==> src/inc/cscp_pkg.sv <==
// Constants and types shared by the codec serial control port
`default_nettype none
package cscp_pkg;

	// ------------------------------------------------------------
	// Word layout
	// ------------------------------------------------------------
	localparam int           ADDR_W      = 7;
	localparam int           DATA_W      = 16;
	localparam int           BYTE_W      = 8;
	localparam int           REV_W       = 3;
	localparam int           CNT_W       = 6;
	localparam logic [CNT_W-1:0] CNT_HDR_LAST  = 6'h07;
	localparam logic [CNT_W-1:0] CNT_HDR       = 6'h08;
	localparam logic [CNT_W-1:0] CNT_WORD      = 6'h18;
	localparam logic [CNT_W-1:0] CNT_MAX       = 6'h3F;
	localparam logic [4:0]   DATA_BITS   = 5'h10;
	localparam logic [3:0]   BYTE_LAST   = 4'h7;

	// ------------------------------------------------------------
	// Register map and reset values
	// ------------------------------------------------------------
	localparam logic [ADDR_W-1:0] REG_IDENT = 7'h00;
	localparam logic [ADDR_W-1:0] REG_PWR1  = 7'h01;
	localparam logic [ADDR_W-1:0] REG_GPIO  = 7'h08;
	localparam logic [ADDR_W-1:0] REG_IFC   = 7'h09;
	localparam logic [DATA_W-1:0] PWR1_RST  = 16'h0000;
	localparam logic [DATA_W-1:0] GPIO_RST  = 16'h0000;
	localparam logic [DATA_W-1:0] IFC_RST   = 16'h0002;

	// ------------------------------------------------------------
	// Field positions
	// ------------------------------------------------------------
	localparam int GPIO_MODEIO_BIT = 7;
	localparam int GPIO_POL_BIT    = 3;
	localparam int GPIO_SEL_MSB    = 2;
	localparam int GPIO_SEL_LSB    = 0;
	localparam int IFC_ADDRESS_AUTO_STEP_BIT = 1;

	// ------------------------------------------------------------
	// Pin function codes
	// ------------------------------------------------------------
	localparam logic [2:0] SEL_STROBE = 3'h0;
	localparam logic [2:0] SEL_JACK   = 3'h1;
	localparam logic [2:0] SEL_TEMP   = 3'h2;
	localparam logic [2:0] SEL_AMUTE  = 3'h3;
	localparam logic [2:0] SEL_SYSCLK = 3'h4;
	localparam logic [2:0] SEL_LOCK   = 3'h5;

	// ------------------------------------------------------------
	// Two-wire bus
	// ------------------------------------------------------------
	localparam logic [ADDR_W-1:0] BUS_ADDR = 7'h1A;
	localparam logic [1:0]   BYTE_REG  = 2'h0;
	localparam logic [1:0]   BYTE_HI   = 2'h1;
	localparam logic [1:0]   BYTE_LO   = 2'h2;

	typedef enum logic [2:0] {
		TW_IDLE,
		TW_ADDR,
		TW_ACK,
		TW_DATA
	} cscp_tw_state_type;

endpackage
`default_nettype wire

==> src/hdl/codec_serial_control_port.sv <==
// Serial control port: three-wire and two-wire register access
`default_nettype none
module codec_serial_control_port
	import cscp_pkg::*;
#(
	parameter logic [DATA_W-1:0] PART_IDENTITY    = 16'h5A5A, // Arbitrary value
	parameter logic [REV_W-1:0]  SILICON_REVISION = 3'h1      // Arbitrary value
) (
	input  wire logic              clk,
	input  wire logic              rst,
	input  wire logic              serialClock,
	input  wire logic              serialDataIn,
	output logic                   serialDataOut,
	output logic                   serialDataOe,
	input  wire logic              strobeIn,
	output logic                   strobeOut,
	output logic                   strobeOe,
	input  wire logic              modeIn,
	output logic                   modeOut,
	output logic                   modeOe,
	output logic                   modePullupEn,
	input  wire logic              jackDetect,
	input  wire logic              tempOk,
	input  wire logic              autoMuteActive,
	input  wire logic              systemClock,
	input  wire logic              pllLock,
	output logic                   twoWireActive,
	output logic      [DATA_W-1:0] powerManagementOne,
	output logic      [DATA_W-1:0] generalPinControl,
	output logic      [DATA_W-1:0] serialPortControl
);

	// ------------------------------------------------------------
	// Pin synchronisation
	// ------------------------------------------------------------
	logic [3:0] pinLvl;
	logic [3:0] pinRise;
	logic [3:0] pinFall;

	cscp_pin_sync #(
		.WIDTH (4)
	) u_sync (
		.clk     (clk),
		.rst     (rst),
		.pinIn   ({serialClock, serialDataIn, strobeIn, modeIn}),
		.pinSync (pinLvl),
		.pinRise (pinRise),
		.pinFall (pinFall)
	);

	wire sclkLvl   = pinLvl[3];
	wire sclkRise  = pinRise[3];
	wire sclkFall  = pinFall[3];
	wire sdaLvl    = pinLvl[2];
	wire sdaRise   = pinRise[2];
	wire sdaFall   = pinFall[2];
	wire stbRise   = pinRise[1];
	wire stbFall   = pinFall[1];
	wire modeLvl   = pinLvl[0];

	// ------------------------------------------------------------
	// State
	// ------------------------------------------------------------
	logic [DATA_W-1:0]  pwr1_q;
	logic [DATA_W-1:0]  gpio_q;
	logic [DATA_W-1:0]  ifc_q;
	logic               twoWire_q;
	logic               override_q;
	logic               pullup_q;
	logic               pinOut_q;
	logic               modeOe_q;
	logic               stbOe_q;
	logic [CNT_W-1:0]   bitCnt_q;
	logic [BYTE_W-1:0]  hdr_q;
	logic [ADDR_W-1:0]  wordAddr_q;
	logic [DATA_W-1:0]  dataSh_q;
	logic [4:0]         dataBits_q;
	logic               wordReady_q;
	logic               reading_q;
	logic [DATA_W-1:0]  rdSh_q;
	logic               sdOe_q;
	cscp_tw_state_type  twState_q;
	logic [3:0]         twCnt_q;
	logic [BYTE_W-2:0]  twSh_q;
	logic [1:0]         twByte_q;
	logic               twAckDone_q;

	// ------------------------------------------------------------
	// Register decode
	// ------------------------------------------------------------
	function automatic logic [DATA_W-1:0] readValue(input logic [ADDR_W-1:0] addr,
		input logic [DATA_W-1:0] gpio, input logic [DATA_W-1:0] ifc);
		case (addr)
			REG_IDENT: readValue = PART_IDENTITY;
			REG_PWR1:  readValue = {{(DATA_W-REV_W){1'b0}}, SILICON_REVISION};
			REG_GPIO:  readValue = gpio;
			REG_IFC:   readValue = ifc;
			default:   readValue = '0;
		endcase
	endfunction

	wire       modeIo   = gpio_q[GPIO_MODEIO_BIT];
	wire       address_auto_step  = ifc_q[IFC_ADDRESS_AUTO_STEP_BIT];
	wire [2:0] pinSel   = gpio_q[GPIO_SEL_MSB:GPIO_SEL_LSB];
	wire       pinUsed  = pinSel != SEL_STROBE;

	// ------------------------------------------------------------
	// Three-wire decode
	// ------------------------------------------------------------
	wire [BYTE_W-1:0] hdrNext   = {hdr_q[BYTE_W-2:0], sdaLvl};
	wire              inHdr     = bitCnt_q < CNT_HDR;
	wire              hdrDone   = sclkRise && bitCnt_q == CNT_HDR_LAST;
	wire              rdStart   = !twoWire_q && hdrDone && hdrNext[BYTE_W-1];
	wire              dataBit   = !twoWire_q && sclkRise && !inHdr && !reading_q;
	wire              rollWrite = dataBit && wordReady_q && address_auto_step;
	wire              stbWrite  = !twoWire_q && stbRise && wordReady_q && !reading_q;

	// ------------------------------------------------------------
	// Two-wire decode
	// ------------------------------------------------------------
	wire               startCond = twoWire_q && sdaFall && sclkLvl;
	wire               stopCond  = twoWire_q && sdaRise && sclkLvl;
	wire [BYTE_W-1:0]  twByteIn  = {twSh_q, sdaLvl};
	wire               twByteEnd = sclkRise && twCnt_q == BYTE_LAST;
	wire               twWrite   = twState_q == TW_DATA && twByteEnd && twByte_q == BYTE_LO && !startCond
		&& !stopCond;

	// ------------------------------------------------------------
	// Single write port
	// ------------------------------------------------------------
	wire               wrEn   = twWrite || stbWrite || rollWrite;
	wire [DATA_W-1:0]  wrData = twWrite ? {dataSh_q[DATA_W-1:BYTE_W], twByteIn} : dataSh_q;
	wire               wrRst  = rst || (wrEn && wordAddr_q == REG_IDENT);

	always_ff @(posedge clk) begin
		if (wrRst) begin
			pwr1_q <= PWR1_RST;
			gpio_q <= GPIO_RST;
			ifc_q  <= IFC_RST;
		end else if (wrEn) begin
			case (wordAddr_q)
				REG_PWR1: pwr1_q <= wrData;
				REG_GPIO: gpio_q <= wrData;
				REG_IFC:  ifc_q  <= wrData;
				default:  ;
			endcase
		end
	end

	// ------------------------------------------------------------
	// Mode selection and pin functions
	// ------------------------------------------------------------
	logic pinFunc;
	always_comb begin
		case (pinSel)
			SEL_JACK:   pinFunc = jackDetect;
			SEL_TEMP:   pinFunc = tempOk;
			SEL_AMUTE:  pinFunc = autoMuteActive;
			SEL_SYSCLK: pinFunc = systemClock;
			SEL_LOCK:   pinFunc = pllLock;
			default:    pinFunc = 1'b0;
		endcase
	end

	always_ff @(posedge clk) begin
		if (rst) begin
			twoWire_q  <= 1'b0;
			override_q <= 1'b0;
			pullup_q   <= 1'b1;
			pinOut_q   <= 1'b0;
			modeOe_q   <= 1'b0;
			stbOe_q    <= 1'b0;
		end else begin
			twoWire_q  <= !modeIo && !modeLvl;
			override_q <= modeIo;
			pullup_q   <= !override_q;
			pinOut_q   <= pinFunc ^ gpio_q[GPIO_POL_BIT];
			modeOe_q   <= modeIo && pinUsed;
			stbOe_q    <= twoWire_q && pinUsed;
		end
	end

	// ------------------------------------------------------------
	// Serial engines
	// ------------------------------------------------------------
	always_ff @(posedge clk) begin
		if (rst || (twoWire_q && !modeLvl && modeIo)) begin
			bitCnt_q    <= '0;
			hdr_q       <= '0;
			wordAddr_q  <= '0;
			dataSh_q    <= '0;
			dataBits_q  <= '0;
			wordReady_q <= 1'b0;
			reading_q   <= 1'b0;
			rdSh_q      <= '0;
			sdOe_q      <= 1'b0;
			twState_q   <= TW_IDLE;
			twCnt_q     <= '0;
			twSh_q      <= '0;
			twByte_q    <= BYTE_REG;
			twAckDone_q <= 1'b0;
		end else if (!twoWire_q) begin
			twState_q <= TW_IDLE;
			if (stbFall || stbRise) begin
				bitCnt_q    <= '0;
				dataBits_q  <= '0;
				wordReady_q <= 1'b0;
				reading_q   <= 1'b0;
				sdOe_q      <= 1'b0;
				rdSh_q      <= '0;
			end else if (sclkRise) begin
				if (bitCnt_q != CNT_MAX)
					bitCnt_q <= bitCnt_q + 6'h01;
				if (inHdr) begin
					hdr_q      <= hdrNext;
					wordAddr_q <= hdrNext[ADDR_W-1:0];
				end else if (!reading_q) begin
					dataSh_q <= {dataSh_q[DATA_W-2:0], sdaLvl};
					if (rollWrite) begin
						wordAddr_q  <= wordAddr_q + 7'h01;
						dataBits_q  <= 5'h01;
						wordReady_q <= 1'b0;
					end else if (dataBits_q == DATA_BITS - 5'h01) begin
						dataBits_q  <= DATA_BITS;
						wordReady_q <= 1'b1;
					end else if (dataBits_q != DATA_BITS) begin
						dataBits_q <= dataBits_q + 5'h01;
					end
				end
				if (rdStart) begin
					reading_q <= 1'b1;
					sdOe_q    <= 1'b1;
					rdSh_q    <= readValue(hdrNext[ADDR_W-1:0], gpio_q, ifc_q);
				end
			end else if (sclkFall && reading_q && bitCnt_q > CNT_HDR) begin
				if (bitCnt_q >= CNT_WORD) begin
					sdOe_q <= 1'b0;
					rdSh_q <= '0;
				end else begin
					rdSh_q <= {rdSh_q[DATA_W-2:0], 1'b0};
				end
			end
		end else begin
			reading_q <= 1'b0;
			rdSh_q    <= '0;
			if (startCond) begin
				twState_q <= TW_ADDR;
				twCnt_q   <= '0;
				sdOe_q    <= 1'b0;
			end else if (stopCond) begin
				twState_q <= TW_IDLE;
				sdOe_q    <= 1'b0;
			end else begin
				case (twState_q)
					TW_ADDR: begin
						if (sclkRise) begin
							twSh_q  <= twByteIn[BYTE_W-2:0];
							twCnt_q <= twCnt_q + 4'h1;
						end
						if (twByteEnd) begin
							if (twSh_q == BUS_ADDR && !sdaLvl) begin
								twState_q   <= TW_ACK;
								twByte_q    <= BYTE_REG;
								twAckDone_q <= 1'b0;
							end else begin
								twState_q <= TW_IDLE;
							end
						end
					end
					TW_ACK: begin
						if (sclkFall) begin
							if (!twAckDone_q) begin
								sdOe_q      <= 1'b1;
								twAckDone_q <= 1'b1;
							end else begin
								sdOe_q    <= 1'b0;
								twState_q <= TW_DATA;
								twCnt_q   <= '0;
							end
						end
					end
					TW_DATA: begin
						if (sclkRise) begin
							twSh_q  <= twByteIn[BYTE_W-2:0];
							twCnt_q <= twCnt_q + 4'h1;
						end
						if (twByteEnd) begin
							twState_q   <= TW_ACK;
							twAckDone_q <= 1'b0;
							case (twByte_q)
								BYTE_REG: begin
									wordAddr_q <= twByteIn[ADDR_W-1:0];
									twByte_q   <= BYTE_HI;
								end
								BYTE_HI: begin
									dataSh_q[DATA_W-1:BYTE_W] <= twByteIn;
									twByte_q                  <= BYTE_LO;
								end
								default: begin
									if (address_auto_step) begin
										wordAddr_q <= wordAddr_q + 7'h01;
										twByte_q   <= BYTE_HI;
									end
								end
							endcase
						end
					end
					default: twState_q <= TW_IDLE;
				endcase
			end
		end
	end

	// ------------------------------------------------------------
	// Outputs
	// ------------------------------------------------------------
	assign serialDataOut      = rdSh_q[DATA_W-1];
	assign serialDataOe       = sdOe_q;
	assign strobeOut          = pinOut_q;
	assign strobeOe           = stbOe_q;
	assign modeOut            = pinOut_q;
	assign modeOe             = modeOe_q;
	assign modePullupEn       = pullup_q;
	assign twoWireActive      = twoWire_q;
	assign powerManagementOne = pwr1_q;
	assign generalPinControl  = gpio_q;
	assign serialPortControl  = ifc_q;

endmodule
`default_nettype wire

==> src/hdl/cscp_pin_sync.sv <==
// Two-stage pin synchroniser with edge detection
`default_nettype none
module cscp_pin_sync
	import cscp_pkg::*;
#(
	parameter int WIDTH = 4
) (
	input  wire logic             clk,
	input  wire logic             rst,
	input  wire logic [WIDTH-1:0] pinIn,
	output logic      [WIDTH-1:0] pinSync,
	output logic      [WIDTH-1:0] pinRise,
	output logic      [WIDTH-1:0] pinFall
);

	logic [WIDTH-1:0] meta_q;
	logic [WIDTH-1:0] sync_q;
	logic [WIDTH-1:0] last_q;

	// ------------------------------------------------------------
	// Resynchronisation; first stage feeds only the second
	// ------------------------------------------------------------
	always_ff @(posedge clk) begin
		if (rst) begin
			meta_q <= '1;
			sync_q <= '1;
			last_q <= '1;
		end else begin
			meta_q <= pinIn;
			sync_q <= meta_q;
			last_q <= sync_q;
		end
	end

	assign pinSync = sync_q;
	assign pinRise = sync_q & ~last_q;
	assign pinFall = ~sync_q & last_q;

endmodule
`default_nettype wire

==> config.mk <==
export PLATFORM = sky130hd
export DESIGN_NAME = codec_serial_control_port
export DESIGN_NICKNAME = d
export VERILOG_FILES = /design/src/inc/cscp_pkg.sv /design/src/hdl/codec_serial_control_port.sv /design/src/hdl/cscp_pin_sync.sv
export SDC_FILE = /design/constraint.sdc
export NUM_CORES = 1
export LEC_CHECK = 0
export BUFFER_PORTS_ARGS = -buffer_cell sky130_fd_sc_hd__buf_2
export CAP_MARGIN = 20
export CORE_MARGIN = 1
export CORE_UTILIZATION = 57
export CTS_CLUSTER_DIAMETER = 50
export DETAILED_ROUTE_END_ITERATION = 7
export GPL_ROUTABILITY_DRIVEN = 0
export GPL_TIMING_DRIVEN = 0
export PLACE_DENSITY_LB_ADDON = 0.05
export SYNTH_ARGS = -nofsm -noshare
export SYNTH_HDL_FRONTEND = slang
export SYNTH_HIERARCHICAL = 1
export SYNTH_SLANG_ARGS = --single-unit
export TNS_END_PERCENT = 50
==> constraint.sdc <==
create_clock -name clk -period 3.01 [get_ports clk]
set_input_delay 0.602 -clock clk [delete_from_list [all_inputs] [get_ports clk]]
set_output_delay 0.602 -clock clk [all_outputs]
set_load 0.01 [all_outputs]
==> run summary, run 1 <==
### Floorplanning
- **Die X** 108 um
- **number of top-level pins** 67
- **number of core rows** 38
- **DIE AREA** 11,700 um2
- **Floorplan Core Area** 10,900 um2
- **Chip Height** 108 um
- **starting density of the core** 58.9%

### Global route
- **global-route wire length before repair** 28,800 um
- **largest net degree at the start of global routing** 17
- **total congestion overflow** 0
- **via count of the first global-routing pass** 5,574
- **number of antenna violations at the first check in global routing** 0
- **Overall Global Routing Usage** 32.6%

### STA
- **final-layout worst hold slack** 351 ps
- **Highest Clock Rate** 352 MHz
- **RSZ-0062 raised after global routing** no
- **Post-Route Setup TNS** 0 ps
- **pins over their slew limit** 0
- **final setup violation count** 0
- **final critical-path required period** 2840 ps
- **worst setup margin** 172 ps
- **final count of hold timing violations** 0
- **period utilization** 94.3%
- **clk_skew** 6.87 ps
- **slew at the pin closest to its max-slew limit** 836 ps
- **worst-case headroom to the max-slew limit** 43.5%

### Finish
- **net count of the finished layout** 852
- **share of the core filled with cells** 69.0%
- **number of fill cells in the layout** 891
- **Area growth syn-to-layout** 17.3%
- **count of antenna diodes in the layout** 0
- **share of cells above drive strength 1** 14.7%

### Setup path
- **CP Data Arrival Time** 3150 ps
- **crit-path max FO** 10
- **type of the worst setup path** reg2reg
- **crit path capture type** flop
- **reg-to-reg slack, setup** 170 ps
- **crit start category** flop
- **Req. time, crit path** 3320 ps

### Routing
- **number of iterations in the first detailed-routing pass** 5
- **wire per inst** 18.4 um
- **total number of vias** 6,079
- **First DRT Iteration DRCs** 695
- **number of vias per cell** 6.17
- **DRC violations left** 0
- **Post-Route WL** 18,200 um
- **post-route ant nets** 0

### CTS
- **clock tree from TritonCTS** built
- **cell at the root of the clock tree** clkbuf_16
- **H-tree levels** 4
- **total number of clock tree sinks** 141
- **cts bufs inserted** 17
- **maximum root-to-sink buffer count** 2
- **Clock Pin Slew Worst Setup and Hold Paths** 60 ps
- **clk_lat worst skew** 420 ps
- **number of buffers added for setup after CTS** 0

### Min path
- **min-delay worst type** in2reg

### Synthesis
- **number of standard cells after synthesis** 747
- **syn avg cell area** 8.62 um2
- **warnings from Yosys** 6
- **Net Count, Synth** 767
- **netlist area before placement** 6440 um2

### Pwr
- **maximum VDD drop** 0.485 mV
- **leakage component of the power** 2.88 nW
- **Pwr Density** 551 nW/um2
- **overall power of the completed layout** 4.16 mW

### Place
- **worst setup timing slack at the placement stage** -89.0 ps
- **number of buffers inserted by port buffering** 66
- **HPWL Detailed** 13,000 um

### Run status
- **run status** finished, final reports clean

### Run
- **max-cap viol count** 0

[per-layer routing]
layer | global-route usage (%) | wire length (um)
met1 | 44.9 | 8080
met2 | 50.8 | 8400
met3 | 6.69 | 1300
met4 | 11.0 | 366
met5 | 0 | 0
[what timing repair did]
| item | in CTS | in global routing |
|---|---|---|
| resized for setup | 1 | 1 |
| setup endpoints to repair | 11 | 11 |
| hold buffers | 0 | 0 |
| cloned | 0 | 0 |
[final timing paths]
path	from	end	cells past startpoint
hold / removal	serialDataIn	u_sync/meta_q[2]	2
setup / recovery	u_sync/pinSync[3]	powerManagementOne[14]	7
setup reg to reg	u_sync/pinSync[3]	powerManagementOne[14]	7
hold reg to reg	override_q	modePullupEn	1
[cell type report]
class	count	area (um2)	area share, %
clock buffers	19	433	5.74
clock inverters	13	165	2.19
well taps	140	175	2.32
plain buffers	52	226	3.00
multi-input cells	536	3330	44.1
repair buffers	66	330	4.38
flip-flops and latches	141	2820	37.4
inverters	18	67.6	0.895
[metrics by stage]
stage | instance area (um2) | cells
finish | 7550 | 985
CTS | 7540 | 985
global route | 7550 | 985
global placement | 6940 | 953
detailed placement | 6940 | 953
floorplan | 6440 | 747
[layout by cell type (no fill, tap or decap), types with 17 or more instances in the layout]
master	instances
a21oi_1	64
buf_2	76
clkbuf_1	38
clkbuf_16	17
dfxtp_1	141
inv_1	18
mux2i_1	36
nand2_1	75
nand3_1	33
nor2_1	47
nor2b_1	20
o21ai_0	59
[registers in the layout (all words and copies together), names as in the netlist, 5 cells and up]
name                flops
generalPinControl      16
dataBits_q              5
rdSh_q                 16
hdr_q                   7
bitCnt_q                6
wordAddr_q              7
twSh_q                  7
serialPortControl      16
dataSh_q               16
powerManagementOne     16
[critical path, cell delays in order, from the launching register on]
cell	delay (ps)
dfxtp_1	490
nor2b_4	330
nand4b_2	180
or4_1	560
a21oi_1	360
a21oi_1	280
buf_2	270
a22o_1	250
[power by group]
part / switching (mW) / internal, mW
sequential: 0.00960 / 1.88
clock: 0.816 / 1.31
combinational: 0.101 / 0.0478
total: 0.927 / 3.23
(Power assumes the default switching activity.)
==> run 2: changes to the inputs <==
CORE_UTILIZATION = 55   (was 57)
==> run 2 against run 1 <==
Net effect: via count down 1.1%; largest power group unchanged; clock skew is 1.3 ps higher; flip-flop and latch count is the same; power increased by 2.8%; clock-buffer cell count increased by 2; global-route usage fell by 2.0 points; combinational power hardly changed; clock power is 6% higher; cell area grew 0.51%; worst setup slack better by 19 ps; sequential share of layout area fell by 0.19 points; cell count grew 0.20%.
==> run summary, run 2 (synthesis gave the netlist of run 1 again) <==
### Run status
- **run status** finished, final reports clean

### Finish
- **share of cells above drive strength 1** 14.7%
- **Register Area** 2820 um2
- **number of fill cells in the layout** 984
- **most used cells in the layout excluding fill and tap cells** dfxtp_1, buf_2, nand2_1
- **count of antenna diodes in the layout** 0
- **share of the core filled with cells** 66.4%
- **commonest non-fill, non-tap cell in the layout** dfxtp_1
- **net count of the finished layout** 852
- **area taken by multi-input logic gates** 3330 um2
- **Area growth syn-to-layout** 17.9%
- **post-layout instance area** 7590 um2

### STA
- **final setup violation count** 0
- **clk_skew** 8.14 ps
- **slew at the pin closest to its max-slew limit** 839 ps
- **RSZ-0062 raised after global routing** no
- **final critical-path required period** 2820 ps
- **pins over their slew limit** 0
- **period utilization** 93.7%
- **Highest Clock Rate** 355 MHz
- **final count of hold timing violations** 0
- **worst-case headroom to the max-slew limit** 43.3%

### Global route
- **number of antenna violations at the first check in global routing** 0
- **largest net degree at the start of global routing** 17
- **global-route wire length before repair** 27,800 um
- **via count of the first global-routing pass** 5,392
- **total congestion overflow** 0
- **Overall Global Routing Usage** 30.6%

### CTS
- **clock tree from TritonCTS** built
- **Clock Pin Slew Worst Setup and Hold Paths** 60 ps
- **cell at the root of the clock tree** clkbuf_16
- **maximum root-to-sink buffer count** 2
- **cts bufs inserted** 17
- **number of buffers added for setup after CTS** 0
- **H-tree levels** 4
- **hold_buf cts** 0
- **total number of clock tree sinks** 141
- **clk_lat worst skew** 420 ps

### Routing
- **wire per inst** 18.0 um
- **number of iterations in the first detailed-routing pass** 6
- **post-route ant nets** 0
- **total number of vias** 6,013
- **First DRT Iteration DRCs** 622
- **number of vias per cell** 6.09
- **Post-Route WL** 17,800 um
- **DRC violations left** 0

### Floorplanning
- **Floorplan Core Area** 11,400 um2
- **starting density of the core** 56.4%
- **number of core rows** 39
- **DIE AREA** 12,100 um2
- **number of top-level pins** 67
- **Die X** 110 um
- **Chip Height** 110 um

### Run
- **max-cap viol count** 0

### Setup path
- **crit path capture type** flop
- **Req. time, crit path** 3320 ps
- **CP Data Arrival Time** 3130 ps
- **crit-path max FO** 10
- **type of the worst setup path** reg2reg
- **cells on worst reg2reg path** 7
- **crit start category** flop

### Pwr
- **switching component of the power** 0.899 mW
- **maximum VDD drop** 0.887 mV
- **Switching Fraction** 21.1%
- **total internal power** 3.37 mW
- **leakage component of the power** 2.91 nW
- **Pwr Density** 563 nW/um2
- **proportion of power drawn by flip-flops and latches** 44.2%
- **share of power burned in combinational logic** 3.5%
- **part of the power in the clock network** 52.3%

### Min path
- **Worst Hold Depth** 2
- **min-delay worst type** in2reg

### Place
- **number of buffers inserted by port buffering** 66
- **HPWL Detailed** 12,800 um
- **area after detailed placement** 6950 um2

-- run 2: cell type report --
type | count | share of cell area, %
multi-input cells | 536 | 43.9
flip-flops and latches | 141 | 37.2
clock buffers | 21 | 6.20
repair buffers | 66 | 4.35
plain buffers | 52 | 2.98
well taps | 143 | 2.36
clock inverters | 10 | 2.14
inverters | 18 | 0.891
-- run 2: what timing repair did --
item,in CTS,in global routing
endpoints found under the setup margin,2,4
gates resized for setup,1,1
hold endpoints to repair,0,0
-- run 2: worst paths after layout --
kind,startpoint,to,slack [ps]
worst max-delay path,u_sync/pinSync[3],powerManagementOne[14],190
worst min-delay path,serialDataIn,u_sync/meta_q[2],350
worst max register to register,u_sync/pinSync[3],powerManagementOne[14],190
worst min register to register,override_q,modePullupEn,370
-- run 2: routing by layer --
| layer | wire [um] | vias up | share of wire (%) | global-route usage (%) |
|---|---|---|---|---|
| li1 | - | 2876 | - | - |
| met1 | 8200 | 2853 | 46 | 41.4 |
| met2 | 8070 | 255 | 45 | 48.0 |
| met3 | 1200 | 29 | 6.8 | 7.35 |
| met4 | 303 | 0 | 1.7 | 9.68 |
| met5 | 0 | - | 0 | 0 |
-- run 2: critical path, cell delays in order (launching register included) --
cell and delay (ps):
dfxtp_1 470, nor2b_4 320, nand4b_2 180, or4_1 560, a21oi_1 370, a21oi_1 280
buf_2 270, a22o_1 240
-- run 2: stage by stage --
step	hold WS, ps	setup WS [ps]	power [mW]	std cells	TNS (ps)
3_3_place_gp	360	-33.3	2.07	956	-66.3
6_report	354	191	4.27	987	0
5_1_grt	347	37.9	4.39	987	0
2_1_floorplan	352	547	2.02	747	0
3_5_place_dp	355	-23.1	2.07	956	-43.9
4_1_cts	347	124	4.29	987	0
-- run 2: power by group through the flow --
| stage | logic [mW] | clock network [mW] | registers, mW |
|---|---|---|---|
| 4_1_cts | 0.146 | 2.25 | 1.89 |
| 5_1_grt | 0.164 | 2.34 | 1.89 |
| 3_3_place_gp | 0.142 | 0 | 1.93 |
| 6_report | 0.149 | 2.24 | 1.89 |
| 2_1_floorplan | 0.0987 | 0 | 1.93 |
| 3_5_place_dp | 0.145 | 0 | 1.93 |
